## src/hw/radio_event_params.svh

```systemverilog
// Register offsets, field positions, reset values and event slots
// of the radio event and status control block.
// Assumes a 32-bit AXI4-Lite bus; each register takes one aligned word.
// Notes on behaviour
// - With fill mode 0 the FIFO is filled only after a start pattern hit.
// - With fill mode 1 the FIFO fills while the host holds the sync flag.
// - In pattern mode a hit sets the sync flag; writing 1 clears, re-arms.
// - The transmit state bit is 0 while sending and 1 after the last bit.
// - Buffered mode: select 0 waits for a full FIFO, 1 for not-empty.
// - Packet mode: select 0 waits for count >= threshold, 1 for not-empty.
// - Signal level at or above threshold sets the level flag; irq gated.
// - The level flag stays set until the host writes 1 to its bit.
// - The lock latch sets on every lock and holds until written with 1.
// - Lock pin shows the lock signal when enabled, else is held high.
// - An 8-bit read/write level threshold register resets to zero.
`ifndef RADIO_EVENT_PARAMS_SVH
`define RADIO_EVENT_PARAMS_SVH
// Register indices; byte address is four times the index
`define IDX_IRQ_SOURCE_MAP   8'h0D
`define IDX_FILL_EVENT       8'h0E
`define IDX_LEVEL_THRESHOLD  8'h0F
`define IDX_RX_FILTER_BW     8'h10
`define IDX_IRQ_STATUS       8'h20
`define IDX_IRQ_MASK         8'h21
// Reset values
`define RST_IRQ_SOURCE_MAP   8'h00
`define RST_FILL_EVENT       8'h01
`define RST_LEVEL_THRESHOLD  8'h00
`define RST_RX_FILTER_BW     8'h00
`define RST_IRQ_MASK         4'h0
// Field positions of the fill and event register
`define BIT_FILL_MODE        7
`define BIT_SYNC_FLAG        6
`define BIT_TX_DONE          5
`define BIT_TX_START_SEL     4
`define BIT_LEVEL_IRQ_EN     3
`define BIT_LEVEL_FLAG       2
`define BIT_LOCK_LATCH       1
`define BIT_LOCK_PIN_EN      0
// Event slots of the interrupt status and mask registers
`define EVT_SYNC             0
`define EVT_LEVEL            1
`define EVT_LOCK             2
`define EVT_TX_DONE          3
`define EVT_COUNT            4
// Bus answers
`define RESP_OKAY            2'h0
`define RESP_SLVERR          2'h2
`endif

```

## src/hw/radio_event_pkg.sv

```systemverilog
// Types shared by the radio event control files.
// Assumes the constants header is included alongside.
package radio_event_pkg;
  typedef logic [7:0] byte_t;
  typedef enum logic [1:0] {
    TX_IDLE,
    TX_WAIT,
    TX_SEND,
    TX_END
  } tx_state_t;
endpackage : radio_event_pkg

```

## src/hw/irq_link_if.sv

```systemverilog
// Event, clear and mask lines between the control logic and the
// sticky interrupt bank. Assumes one clock for both ends.
`timescale 1ns/1ns
interface irq_link_if #(parameter int N = 4);
  logic [N-1:0] event_set;
  logic [N-1:0] clear;
  logic [N-1:0] mask;
  logic [N-1:0] status;
  logic         irq;
  modport bank (input event_set, input clear, input mask,
                output status, output irq);
  modport ctrl (output event_set, output clear, output mask,
                input status, input irq);
endinterface : irq_link_if

```

## src/hw/irq_status_bank.sv

```systemverilog
// Sticky interrupt status bits with write-one-to-clear and a mask.
// Assumes clear pulses last one cycle and come from the bus logic.
`timescale 1ns/1ns
module irq_status_bank #(
  parameter int N = 4
) (
  input  wire logic aclk,
  input  wire logic aresetn,
  irq_link_if.bank  link
);
  import radio_event_pkg::*;

  logic [N-1:0] status_q;
  logic         irq_q;

  // ------
  // Sticky bits, one per event
  // ------
  genvar i;
  generate
    for (i = 0; i < N; i++) begin : g_bit
      // Set beats clear so an event in the clearing cycle survives
      always_ff @(posedge aclk) begin
        if (!aresetn) begin
          status_q[i] <= 1'b0;
        end else if (link.event_set[i]) begin
          status_q[i] <= 1'b1;
        end else if (link.clear[i]) begin
          status_q[i] <= 1'b0;
        end
      end
    end
  endgenerate

  // Level output, one cycle behind the status bits
  always_ff @(posedge aclk) begin
    if (!aresetn) begin
      irq_q <= 1'b0;
    end else begin
      irq_q <= |(status_q & link.mask);
    end
  end

  assign link.status = status_q;
  assign link.irq    = irq_q;
endmodule : irq_status_bank

```

## src/hw/radio_event_ctrl.sv

```systemverilog
// Radio event and status control: FIFO fill control, transmit start,
// level detect, synthesizer lock latch, interrupts, AXI4-Lite slave.
// Assumes all inputs are synchronous to aclk and the FIFO, RSSI meter
// and synthesizer sit outside this block.
//
// Chosen here: the AXI4-Lite interface to the registers.
`timescale 1ns/1ns
`include "radio_event_params.svh"
module radio_event_ctrl #(
  parameter int ADDR_W = 12,
  parameter int CNT_W  = 7
) (
  input  wire logic                     aclk,
  input  wire logic                     aresetn,
  // AXI4-Lite slave
  input  wire logic [ADDR_W-1:0]        awaddr,
  input  wire logic                     awvalid,
  output logic                          awready,
  input  wire logic [31:0]              wdata,
  input  wire logic [3:0]               wstrb,
  input  wire logic                     wvalid,
  output logic                          wready,
  output logic [1:0]                    bresp,
  output logic                          bvalid,
  input  wire logic                     bready,
  input  wire logic [ADDR_W-1:0]        araddr,
  input  wire logic                     arvalid,
  output logic                          arready,
  output logic [31:0]                   rdata,
  output logic [1:0]                    rresp,
  output logic                          rvalid,
  input  wire logic                     rready,
  // Receive side
  input  wire logic                     pattern_detect,
  input  wire radio_event_pkg::byte_t   rssi,
  input  wire logic                     rssi_valid,
  output logic                          fifo_fill_en,
  // Transmit side
  input  wire logic                     tx_request,
  input  wire logic                     packet_mode,
  input  wire logic                     fifo_full,
  input  wire logic                     fifo_not_empty,
  input  wire logic [CNT_W-1:0]         fifo_count,
  input  wire logic [CNT_W-1:0]         fifo_threshold,
  input  wire logic                     tx_last_bit,
  output logic                          tx_start,
  // Synthesizer
  input  wire logic                     synth_locked,
  output logic                          lock_pin,
  // Configuration outputs and interrupt
  output radio_event_pkg::byte_t        irq_source_cfg,
  output radio_event_pkg::byte_t        rx_filter_bw_cfg,
  output logic                          irq
);
  import radio_event_pkg::*;

  // ------
  // Storage
  // ------
  logic                  tx_start_q;
  logic                  tx_done;
  logic                  tx_done_pulse;
  byte_t                 src_map_q;
  byte_t                 level_threshold_q;
  byte_t                 filter_bw_q;
  logic [`EVT_COUNT-1:0] irq_mask_q;
  logic                  fill_mode_q;
  logic                  sync_flag_q;
  logic                  sync_armed_q;
  logic                  tx_start_sel_q;
  logic                  level_irq_enable_q;
  logic                  level_detect_flag_q;
  logic                  synth_lock_latch_q;
  logic                  lock_pin_enable_q;
  logic                  synth_locked_q;
  logic                  fifo_fill_en_q;
  logic                  lock_pin_q;
  logic                  level_set_pulse_q;
  logic                  sync_set_pulse_q;
  logic                  lock_set_pulse_q;

  // Bus state
  logic                  awready_q;
  logic                  wready_q;
  logic                  bvalid_q;
  logic [1:0]            bresp_q;
  logic                  aw_full_q;
  logic                  w_full_q;
  logic [ADDR_W-1:0]     awaddr_q;
  logic [31:0]           wdata_q;
  logic [3:0]            wstrb_q;
  logic                  arready_q;
  logic                  rvalid_q;
  logic [31:0]           rdata_q;
  logic [1:0]            rresp_q;

  // ------
  // AXI4-Lite write channel
  // ------
  logic              aw_take;
  logic              w_take;
  logic              have_aw;
  logic              have_w;
  logic              do_wr;
  logic [ADDR_W-1:0] wr_addr;
  logic [31:0]       wr_word;
  logic [3:0]        wr_strb;
  logic [7:0]        wr_idx;
  logic              wr_low;
  byte_t             wd;

  // Address and data are taken in either order, then written together
  assign aw_take = awvalid & awready_q;
  assign w_take  = wvalid & wready_q;
  assign have_aw = aw_full_q | aw_take;
  assign have_w  = w_full_q | w_take;
  assign do_wr   = have_aw & have_w & ~bvalid_q;
  assign wr_addr = aw_full_q ? awaddr_q : awaddr;
  assign wr_word = w_full_q ? wdata_q : wdata;
  assign wr_strb = w_full_q ? wstrb_q : wstrb;
  assign wr_idx  = wr_addr[9:2];
  assign wr_low  = do_wr & wr_strb[0]; // Registers live in byte lane 0
  assign wd      = wr_word[7:0];

  // Write address decode
  logic wr_map;
  logic wr_fill;
  logic wr_thr;
  logic wr_bw;
  logic wr_stat;
  logic wr_mask;
  logic wr_hit;

  assign wr_map  = wr_low & (wr_idx == `IDX_IRQ_SOURCE_MAP);
  assign wr_fill = wr_low & (wr_idx == `IDX_FILL_EVENT);
  assign wr_thr  = wr_low & (wr_idx == `IDX_LEVEL_THRESHOLD);
  assign wr_bw   = wr_low & (wr_idx == `IDX_RX_FILTER_BW);
  assign wr_stat = wr_low & (wr_idx == `IDX_IRQ_STATUS);
  assign wr_mask = wr_low & (wr_idx == `IDX_IRQ_MASK);
  assign wr_hit  = (wr_addr[1:0] == 2'h0) && (wr_addr[ADDR_W-1:10] == '0)
                   && ((wr_idx == `IDX_IRQ_SOURCE_MAP)
                   || (wr_idx == `IDX_FILL_EVENT)
                   || (wr_idx == `IDX_LEVEL_THRESHOLD)
                   || (wr_idx == `IDX_RX_FILTER_BW)
                   || (wr_idx == `IDX_IRQ_STATUS)
                   || (wr_idx == `IDX_IRQ_MASK));

  // Holding registers and response; each ready drops while its own channel holds or the answer waits
  always_ff @(posedge aclk) begin
    if (!aresetn) begin
      aw_full_q <= 1'b0;
      w_full_q  <= 1'b0;
      awaddr_q  <= '0;
      wdata_q   <= 32'h0000_0000;
      wstrb_q   <= 4'h0;
      bvalid_q  <= 1'b0;
      bresp_q   <= `RESP_OKAY;
      awready_q <= 1'b0;
      wready_q  <= 1'b0;
    end else begin
      if (aw_take) awaddr_q <= awaddr;
      if (w_take) begin
        wdata_q <= wdata;
        wstrb_q <= wstrb;
      end
      aw_full_q <= have_aw & ~do_wr;
      w_full_q  <= have_w & ~do_wr;
      if (do_wr) begin
        bvalid_q <= 1'b1;
        bresp_q  <= wr_hit ? `RESP_OKAY : `RESP_SLVERR;
      end else if (bready) begin
        bvalid_q <= 1'b0;
      end
      awready_q <= ~(have_aw | do_wr) & ~(bvalid_q & ~bready);
      wready_q  <= ~(have_w | do_wr) & ~(bvalid_q & ~bready);
    end
  end

  // ------
  // AXI4-Lite read channel
  // ------
  irq_link_if #(.N(`EVT_COUNT)) link ();

  logic       ar_take;
  logic [7:0] rd_idx;
  logic       rd_hit;
  byte_t      fill_event_rd;
  byte_t      rd_byte;

  assign ar_take = arvalid & arready_q;
  assign rd_idx  = araddr[9:2];
  assign rd_hit  = (araddr[1:0] == 2'h0) && (araddr[ADDR_W-1:10] == '0);
  assign fill_event_rd = {fill_mode_q, sync_flag_q, tx_done,
                          tx_start_sel_q, level_irq_enable_q,
                          level_detect_flag_q, synth_lock_latch_q,
                          lock_pin_enable_q};

  // Read selection; unmapped words read zero with an error answer
  assign rd_byte =
    !rd_hit                             ? 8'h00 :
    (rd_idx == `IDX_IRQ_SOURCE_MAP)     ? src_map_q :
    (rd_idx == `IDX_FILL_EVENT)         ? fill_event_rd :
    (rd_idx == `IDX_LEVEL_THRESHOLD)    ? level_threshold_q :
    (rd_idx == `IDX_RX_FILTER_BW)       ? filter_bw_q :
    (rd_idx == `IDX_IRQ_STATUS)         ? {4'h0, link.status} :
    (rd_idx == `IDX_IRQ_MASK)           ? {4'h0, irq_mask_q} : 8'h00;

  logic rd_known;
  assign rd_known = rd_hit && ((rd_idx == `IDX_IRQ_SOURCE_MAP)
                   || (rd_idx == `IDX_FILL_EVENT)
                   || (rd_idx == `IDX_LEVEL_THRESHOLD)
                   || (rd_idx == `IDX_RX_FILTER_BW)
                   || (rd_idx == `IDX_IRQ_STATUS)
                   || (rd_idx == `IDX_IRQ_MASK));

  // Data is captured at the address edge and held until taken
  always_ff @(posedge aclk) begin
    if (!aresetn) begin
      arready_q <= 1'b0;
      rvalid_q  <= 1'b0;
      rdata_q   <= 32'h0000_0000;
      rresp_q   <= `RESP_OKAY;
    end else if (ar_take) begin
      arready_q <= 1'b0;
      rvalid_q  <= 1'b1;
      rdata_q   <= {24'h00_0000, rd_byte};
      rresp_q   <= rd_known ? `RESP_OKAY : `RESP_SLVERR;
    end else if (rvalid_q & rready) begin
      rvalid_q  <= 1'b0;
      arready_q <= 1'b1;
    end else begin
      arready_q <= ~rvalid_q;
    end
  end

  // ------
  // Plain configuration registers
  // ------
  always_ff @(posedge aclk) begin
    if (!aresetn) begin
      src_map_q          <= `RST_IRQ_SOURCE_MAP;
      level_threshold_q  <= `RST_LEVEL_THRESHOLD;
      filter_bw_q        <= `RST_RX_FILTER_BW;
      irq_mask_q         <= `RST_IRQ_MASK;
      fill_mode_q        <= 1'(`RST_FILL_EVENT >> `BIT_FILL_MODE);
      tx_start_sel_q     <= 1'b0;
      level_irq_enable_q <= 1'b0;
      lock_pin_enable_q  <= 1'b1;
    end else begin
      if (wr_map) src_map_q <= wd;
      if (wr_thr) level_threshold_q <= wd;
      if (wr_bw) filter_bw_q <= wd;
      if (wr_mask) irq_mask_q <= wd[`EVT_COUNT-1:0];
      if (wr_fill) begin
        fill_mode_q        <= wd[`BIT_FILL_MODE];
        tx_start_sel_q     <= wd[`BIT_TX_START_SEL];
        level_irq_enable_q <= wd[`BIT_LEVEL_IRQ_EN];
        lock_pin_enable_q  <= wd[`BIT_LOCK_PIN_EN];
      end
    end
  end

  // ------
  // Start pattern flag and FIFO fill
  // ------
  logic sync_set;
  logic sync_wr1;

  // Detection is disarmed after a hit so one pattern sets once
  assign sync_set = ~fill_mode_q & sync_armed_q & pattern_detect;
  assign sync_wr1 = wr_fill & wd[`BIT_SYNC_FLAG];

  always_ff @(posedge aclk) begin
    if (!aresetn) begin
      sync_flag_q    <= 1'b0;
      sync_armed_q   <= 1'b1;
      fifo_fill_en_q <= 1'b0;
    end else begin
      if (fill_mode_q) begin
        if (wr_fill) sync_flag_q <= wd[`BIT_SYNC_FLAG];
        sync_armed_q <= 1'b1;
      end else if (sync_set) begin
        sync_flag_q  <= 1'b1;
        sync_armed_q <= 1'b0;
      end else if (sync_wr1) begin
        sync_flag_q  <= 1'b0;
        sync_armed_q <= 1'b1;
      end
      // Fill follows the flag in both modes, one cycle late
      fifo_fill_en_q <= sync_flag_q;
    end
  end

  // ------
  // Level detect and synthesizer lock
  // ------
  logic level_hit;
  logic lock_rise;

  assign level_hit = rssi_valid & (rssi >= level_threshold_q);
  assign lock_rise = synth_locked & ~synth_locked_q;

  always_ff @(posedge aclk) begin
    if (!aresetn) begin
      level_detect_flag_q <= 1'b0;
      synth_lock_latch_q  <= 1'b0;
      synth_locked_q      <= 1'b0;
      lock_pin_q          <= 1'b1;
    end else begin
      synth_locked_q <= synth_locked;
      if (level_hit) begin
        level_detect_flag_q <= 1'b1;
      end else if (wr_fill & wd[`BIT_LEVEL_FLAG]) begin
        level_detect_flag_q <= 1'b0;
      end
      if (lock_rise) begin
        synth_lock_latch_q <= 1'b1;
      end else if (wr_fill & wd[`BIT_LOCK_LATCH]) begin
        synth_lock_latch_q <= 1'b0;
      end
      // Pin parks high when the lock output is disabled
      lock_pin_q <= lock_pin_enable_q ? synth_locked : 1'b1;
    end
  end

  // ------
  // Transmit start
  // ------

  tx_start_ctrl #(.CNT_W(CNT_W)) u_tx (
    .aclk           (aclk),
    .aresetn        (aresetn),
    .tx_request     (tx_request),
    .packet_mode    (packet_mode),
    .start_sel      (tx_start_sel_q),
    .fifo_full      (fifo_full),
    .fifo_not_empty (fifo_not_empty),
    .fifo_count     (fifo_count),
    .fifo_threshold (fifo_threshold),
    .last_bit       (tx_last_bit),
    .tx_start_q     (tx_start_q),
    .tx_done_q      (tx_done),
    .done_pulse_q   (tx_done_pulse)
  );

  // ------
  // Interrupt events
  // ------
  // Events are first-set edges so a held level raises one status bit
  always_ff @(posedge aclk) begin
    if (!aresetn) begin
      level_set_pulse_q <= 1'b0;
      sync_set_pulse_q  <= 1'b0;
      lock_set_pulse_q  <= 1'b0;
    end else begin
      level_set_pulse_q <= level_hit & ~level_detect_flag_q;
      sync_set_pulse_q  <= sync_set;
      lock_set_pulse_q  <= lock_rise;
    end
  end

  // Level event reaches the bank only while its enable is set
  assign link.event_set = {tx_done_pulse, lock_set_pulse_q,
                           level_set_pulse_q & level_irq_enable_q,
                           sync_set_pulse_q};
  assign link.clear     = wr_stat ? wd[`EVT_COUNT-1:0] : '0;
  assign link.mask      = irq_mask_q;

  irq_status_bank #(.N(`EVT_COUNT)) u_irq (
    .aclk    (aclk),
    .aresetn (aresetn),
    .link    (link)
  );

  // ------
  // Outputs
  // ------
  assign awready          = awready_q;
  assign wready           = wready_q;
  assign bvalid           = bvalid_q;
  assign bresp            = bresp_q;
  assign arready          = arready_q;
  assign rvalid           = rvalid_q;
  assign rdata            = rdata_q;
  assign rresp            = rresp_q;
  assign fifo_fill_en     = fifo_fill_en_q;
  assign tx_start         = tx_start_q;
  assign lock_pin         = lock_pin_q;
  assign irq_source_cfg   = src_map_q;
  assign rx_filter_bw_cfg = filter_bw_q;
  assign irq              = link.irq;
endmodule : radio_event_ctrl

```

## src/hw/tx_start_ctrl.sv

```systemverilog
// Decides when transmission starts and reports the transmit state.
// Assumes tx_request stays high for the whole transmit mode and
// last_bit is a one-cycle pulse from the modulator feed.
`timescale 1ns/1ns
module tx_start_ctrl #(
  parameter int CNT_W = 7
) (
  input  wire logic             aclk,
  input  wire logic             aresetn,
  input  wire logic             tx_request,
  input  wire logic             packet_mode,
  input  wire logic             start_sel,
  input  wire logic             fifo_full,
  input  wire logic             fifo_not_empty,
  input  wire logic [CNT_W-1:0] fifo_count,
  input  wire logic [CNT_W-1:0] fifo_threshold,
  input  wire logic             last_bit,
  output logic                  tx_start_q,
  output logic                  tx_done_q,
  output logic                  done_pulse_q
);
  import radio_event_pkg::*;

  tx_state_t state_q;
  logic      buf_go;
  logic      pkt_go;
  logic      go;

  // Start condition per data mode and select value
  assign buf_go = start_sel ? fifo_not_empty : fifo_full;
  assign pkt_go = start_sel ? fifo_not_empty
                            : (fifo_count >= fifo_threshold);
  assign go     = packet_mode ? pkt_go : buf_go;

  // Transmit sequencing; a dropped request aborts, except that last_bit in the same cycle completes the send
  always_ff @(posedge aclk) begin
    if (!aresetn) begin
      state_q      <= TX_IDLE;
      tx_start_q   <= 1'b0;
      tx_done_q    <= 1'b0;
      done_pulse_q <= 1'b0;
    end else begin
      done_pulse_q <= 1'b0;
      case (state_q)
        TX_IDLE: begin
          if (tx_request) begin
            state_q <= TX_WAIT;
          end
        end
        TX_WAIT: begin
          if (!tx_request) begin
            state_q <= TX_IDLE;
          end else if (go) begin
            state_q    <= TX_SEND;
            tx_start_q <= 1'b1;
            tx_done_q  <= 1'b0;
          end
        end
        TX_SEND: begin
          if (last_bit) begin
            state_q      <= TX_END;
            tx_start_q   <= 1'b0;
            tx_done_q    <= 1'b1;
            done_pulse_q <= 1'b1;
          end else if (!tx_request) begin
            state_q    <= TX_IDLE;
            tx_start_q <= 1'b0;
          end
        end
        default: begin
          if (!tx_request) begin
            state_q <= TX_IDLE;
          end
        end
      endcase
    end
  end
endmodule : tx_start_ctrl

```

## config.mk

```make
export PLATFORM = sky130hd
export DESIGN_NAME = radio_event_ctrl
export DESIGN_NICKNAME = d
export VERILOG_FILES = /design/src/hw/radio_event_pkg.sv /design/src/hw/irq_link_if.sv /design/src/hw/irq_status_bank.sv /design/src/hw/radio_event_ctrl.sv /design/src/hw/tx_start_ctrl.sv
export VERILOG_INCLUDE_DIRS = /design/src /design/src/hw
export SDC_FILE = /design/constraint.sdc
export NUM_CORES = 1
export LEC_CHECK = 0
export ABC_AREA = 1
export ABC_CLOCK_PERIOD_IN_PS = 1600
export CAP_MARGIN = 20
export CORE_UTILIZATION = 40
export CTS_BUF_LIST = sky130_fd_sc_hd__clkbuf_8
export DETAILED_ROUTE_END_ITERATION = 6
export DONT_BUFFER_PORTS = 1
export GPL_ROUTABILITY_DRIVEN = 0
export PLACE_DENSITY = 0.56
export SLEW_MARGIN = 10
export SYNTH_ARGS = -nofsm -noshare
export SYNTH_HDL_FRONTEND = slang
export SYNTH_HIERARCHICAL = 1
export SYNTH_SLANG_ARGS = --single-unit
```

## constraint.sdc

```tcl
create_clock -name aclk -period 1.6 [get_ports aclk]
set_input_delay 0.32 -clock aclk [delete_from_list [all_inputs] [get_ports aclk]]
set_output_delay 0.32 -clock aclk [all_outputs]
set_load 0.01 [all_outputs]
```

==> flow_metrics.env <==
export IMPL_rsz0062_at_grt="true"
export IMPL_post_route_period_util=1.021
export IMPL_p_switching_uw=1354
export IMPL_worstPathMaxFanout=8
export IMPL_yosysUniqueCellTypes=36
export IMPL_grt_util_all_layers=0.1991
export IMPL_cpPeakStageDelay_ns=0.39
export IMPL_grt_max_degree=67
export IMPL_max_freq_ghz=0.6119
export IMPL_clkTransAtPathRegs_ns=0.09
export IMPL_path_buf_inv=2
export IMPL_cts_tree="done"
export IMPL_syn_area_per_cell_sq_um=6.708
export IMPL_path_class="reg2reg"
export IMPL_area_growth_pct=17.90
export IMPL_clkPwrFrac=0.351
export IMPL_die_w_microns=111.8
export IMPL_ys_ff_latch=90
export IMPL_diodes=0
export IMPL_wl_per_cell_microns=13.48
export IMPL_grt_pass1_wl_microns=19620
export IMPL_cp_end_kind="flip-flop"
export IMPL_setup_tns_ns=-0.06577
export IMPL_slew_violations=0
export IMPL_via_per_inst=4.843
export IMPL_synth_top_family_by_area="simple AND/OR/NAND/NOR gates"
export IMPL_core_sq_um=11560
export IMPL_synth_cells=719
export IMPL_synth_most_common_cell="nand2_1"
export IMPL_synthMuxAreaShare=0
export IMPL_synthSimpleGateAreaFrac=0.2853
export IMPL_clkSinkCount=90
export IMPL_slowest_stage="dfxtp_4"
export IMPL_antenna_found_initial=0
export IMPL_drt_first_pass_iters=7
export IMPL_hp_class="in2reg"
export IMPL_synth_edf_count=0
export IMPL_dieHeight_microns=111.8
export IMPL_yosys_warnings=6
export IMPL_die_area_sq_um=12500
export IMPL_setup_viol=6
export IMPL_synth_xor_xnor_area_share=0
export IMPL_cts_hold_buf=0
export IMPL_drive_gt1_frac=0.1864
export IMPL_synth_async_reset_ratio=0
export IMPL_synth_top_area_share=0.3735
export IMPL_crit_chain="buf_4, nand2_1, nand2_2, nor2_1, nand2_2, clkinv_4, nand4_2, o21ai_0, a21oi_1"
export IMPL_cp_arrival_ns=1.90
export IMPL_cpMostUsedCell="nand2_2"
export IMPL_worstSkewPairLatency_ns=0.38
export IMPL_portBuffers=0
export IMPL_htree_levels=3
export IMPL_via_count=4460
export IMPL_combPwrFrac=0.154
export IMPL_startpoint_type="flip-flop"
export IMPL_cts_buffer_depth=2
export IMPL_ys_seq_area_frac=0.3735
export IMPL_pin_count=158
export IMPL_status="finished with violations"
export IMPL_seq_power_share=0.495
export IMPL_drtAntennaViolNets=0
export IMPL_power_density_nw_per_um2=852.3
export IMPL_p_int_uw=3492
export IMPL_sw_frac_of_total=0.2794
export IMPL_synth_top_cells_by_area="dfxtp_1 (37%), nand2_1 (13%), inv_1 (8.4%)"
export IMPL_ir_drop_mv=0.4804
export IMPL_syn_area_sq_um=4823
export IMPL_grt_pass1_vias=4227
export IMPL_initial_core_util=0.4171
export IMPL_violations="design-rule violations, negative setup slack"
export IMPL_cts_buffers=9
export IMPL_synth_compound_area_frac=0.1505
export IMPL_hold_viol=0
export IMPL_setup_slack_ns=-0.03423
export IMPL_cap_violations=0
export IMPL_synth_fa_ha_area_frac=0.03891
export IMPL_routed_wl_microns=12410
export IMPL_skew_ns=0.01120
export IMPL_placementRows=39
export IMPL_hpwl_microns=9174
export IMPL_drt_iter0_markers=170
export IMPL_p_leak_uw=0.002629
export IMPL_synth_common_cells="nand2_1 (163), inv_1 (108), dfxtp_1 (90), nor2_1 (86), o21ai_0 (60)"
export IMPL_clockRootBuffer="clkbuf_8"
export IMPL_crit_required_ns=1.86
export IMPL_grt_ovfl_total=0
export IMPL_critPathTopFamily="simple AND/OR/NAND/NOR gates"
export IMPL_synth_top_flop_cell="dfxtp_1"
export IMPL_drc=10
export IMPL_nets=885
export IMPL_fin_crit_ns=1.634
export IMPL_dp_cells=891
export IMPL_synth_top_area_cell="dfxtp_1"
export IMPL_final_cells=921
-- placed cells by master, fill, tap and decap left out, drive strengths merged --
| master | synthesis | layout |
|---|---|---|
| nand2 | 171 | 171 |
| inv | 114 | 116 |
| o22ai | 1 | 1 |
| conb | 1 | 26 |
| o21ai | 73 | 73 |
| a21oi | 60 | 60 |
| clkinvlp | 0 | 1 |
| clkinv | 2 | 4 |
| nand3 | 33 | 35 |
| a21boi | 1 | 1 |
| nand4 | 6 | 7 |
| o211ai | 2 | 2 |
| nor4 | 1 | 1 |
| or2 | 6 | 6 |
| clkbuf | 10 | 9 |
| bufinv | 0 | 2 |
| dfxtp | 90 | 90 |
| o32ai | 1 | 1 |
| buf | 32 | 57 |
| nor3 | 5 | 5 |
| ha | 15 | 15 |
| nor2 | 93 | 93 |
| and2 | 1 | 1 |
| o21a | 1 | 1 |
-- final timing paths --
path                        from                    to  slack [ns]  cells past startpoint
hold / removal      synth_locked              lock_pin        0.04                      2
hold reg to reg   synth_locked_q      lock_set_pulse_q        0.43                      1
setup / recovery       aw_full_q  level_threshold_q[4]       -0.03                      9
setup reg to reg       aw_full_q  level_threshold_q[4]       -0.03                      9
-- per-layer routing --
metal  GRT usage  wire length (microns)
met2      0.3478                   6193
met4     0.08198                    217
met5           0                      0
met3     0.04845                    737
met1      0.2325                   5265
-- cell type report --
type                            instances  area (sq um)
Timing Repair Buffer                   57         462.9
Multi-Input combinational cell        499          2579
Inverter                              116         447.9
Sequential cell                        90          1807
Tap cell                              143         178.9
Fill cell                            1199          5878
Clock inverter                          7         87.58
Clock buffer                            9         123.9
-- power by group through the flow --
stage | combinational, uW | clock [uW] | sequential [uW]
floorplan | 514 | 0 | 2430
global placement | 645 | 0 | 2450
detailed placement | 663 | 0 | 2450
CTS | 680 | 1730 | 2400
global route | 846 | 1830 | 2410
finish | 746 | 1700 | 2400
-- worst reg2reg max path, cell delays in order (launching register included) --
cell and delay (ns):
dfxtp_4 0.39, buf_4 0.15, nand2_1 0.07, nand2_2 0.08, nor2_1 0.13, nand2_2 0.11, clkinv_4 0.12, nand4_2 0.21
o21ai_0 0.21, a21oi_1 0.05
-- flip-flops by register name, summed over array words and instances (netlist names), 2 cells and up --
register,cells
rx_filter_bw_cfg,8
u_irq/link.status,4
wdata_q,8
irq_mask_q,4
rdata,8
u_tx/state_q,2
awaddr_q,12
level_threshold_q,8
irq_source_cfg,8
-- logic make-up after synthesis --
kind of cell,count (synthesis)
AO/OA/AOI/OAI,139
adder cells (fa/ha/maj),15
buffers and inverters,158
flip-flops,90
other,1
AND/OR/NAND/NOR,316
-- per-stage QoR --
stage	hold WS, ns	total power [uW]	utilization	instance area [sq um]	worst slack [ns]
5_1_grt	0.02191	5084	0.4917	5687	-0.1091
3_5_place_dp	0.4134	3112	0.4454	5151	-0.1791
3_3_place_gp	0.4048	3091	0.4454	5151	-0.1459
4_1_cts	0.01375	4807	0.4706	5443	-0.01883
6_report	0.04170	4847	0.4917	5687	-0.03423
2_1_floorplan	0.3929	2948	-	4917	0.1198
-- what timing repair did --
item	CTS	global route
gates resized for setup	10	60
pin swaps	3	15
buffers inserted	4	7
cloned	0	3
endpoints found under the setup margin	39	41
Note: power is estimated with default switching activity, not from simulation.
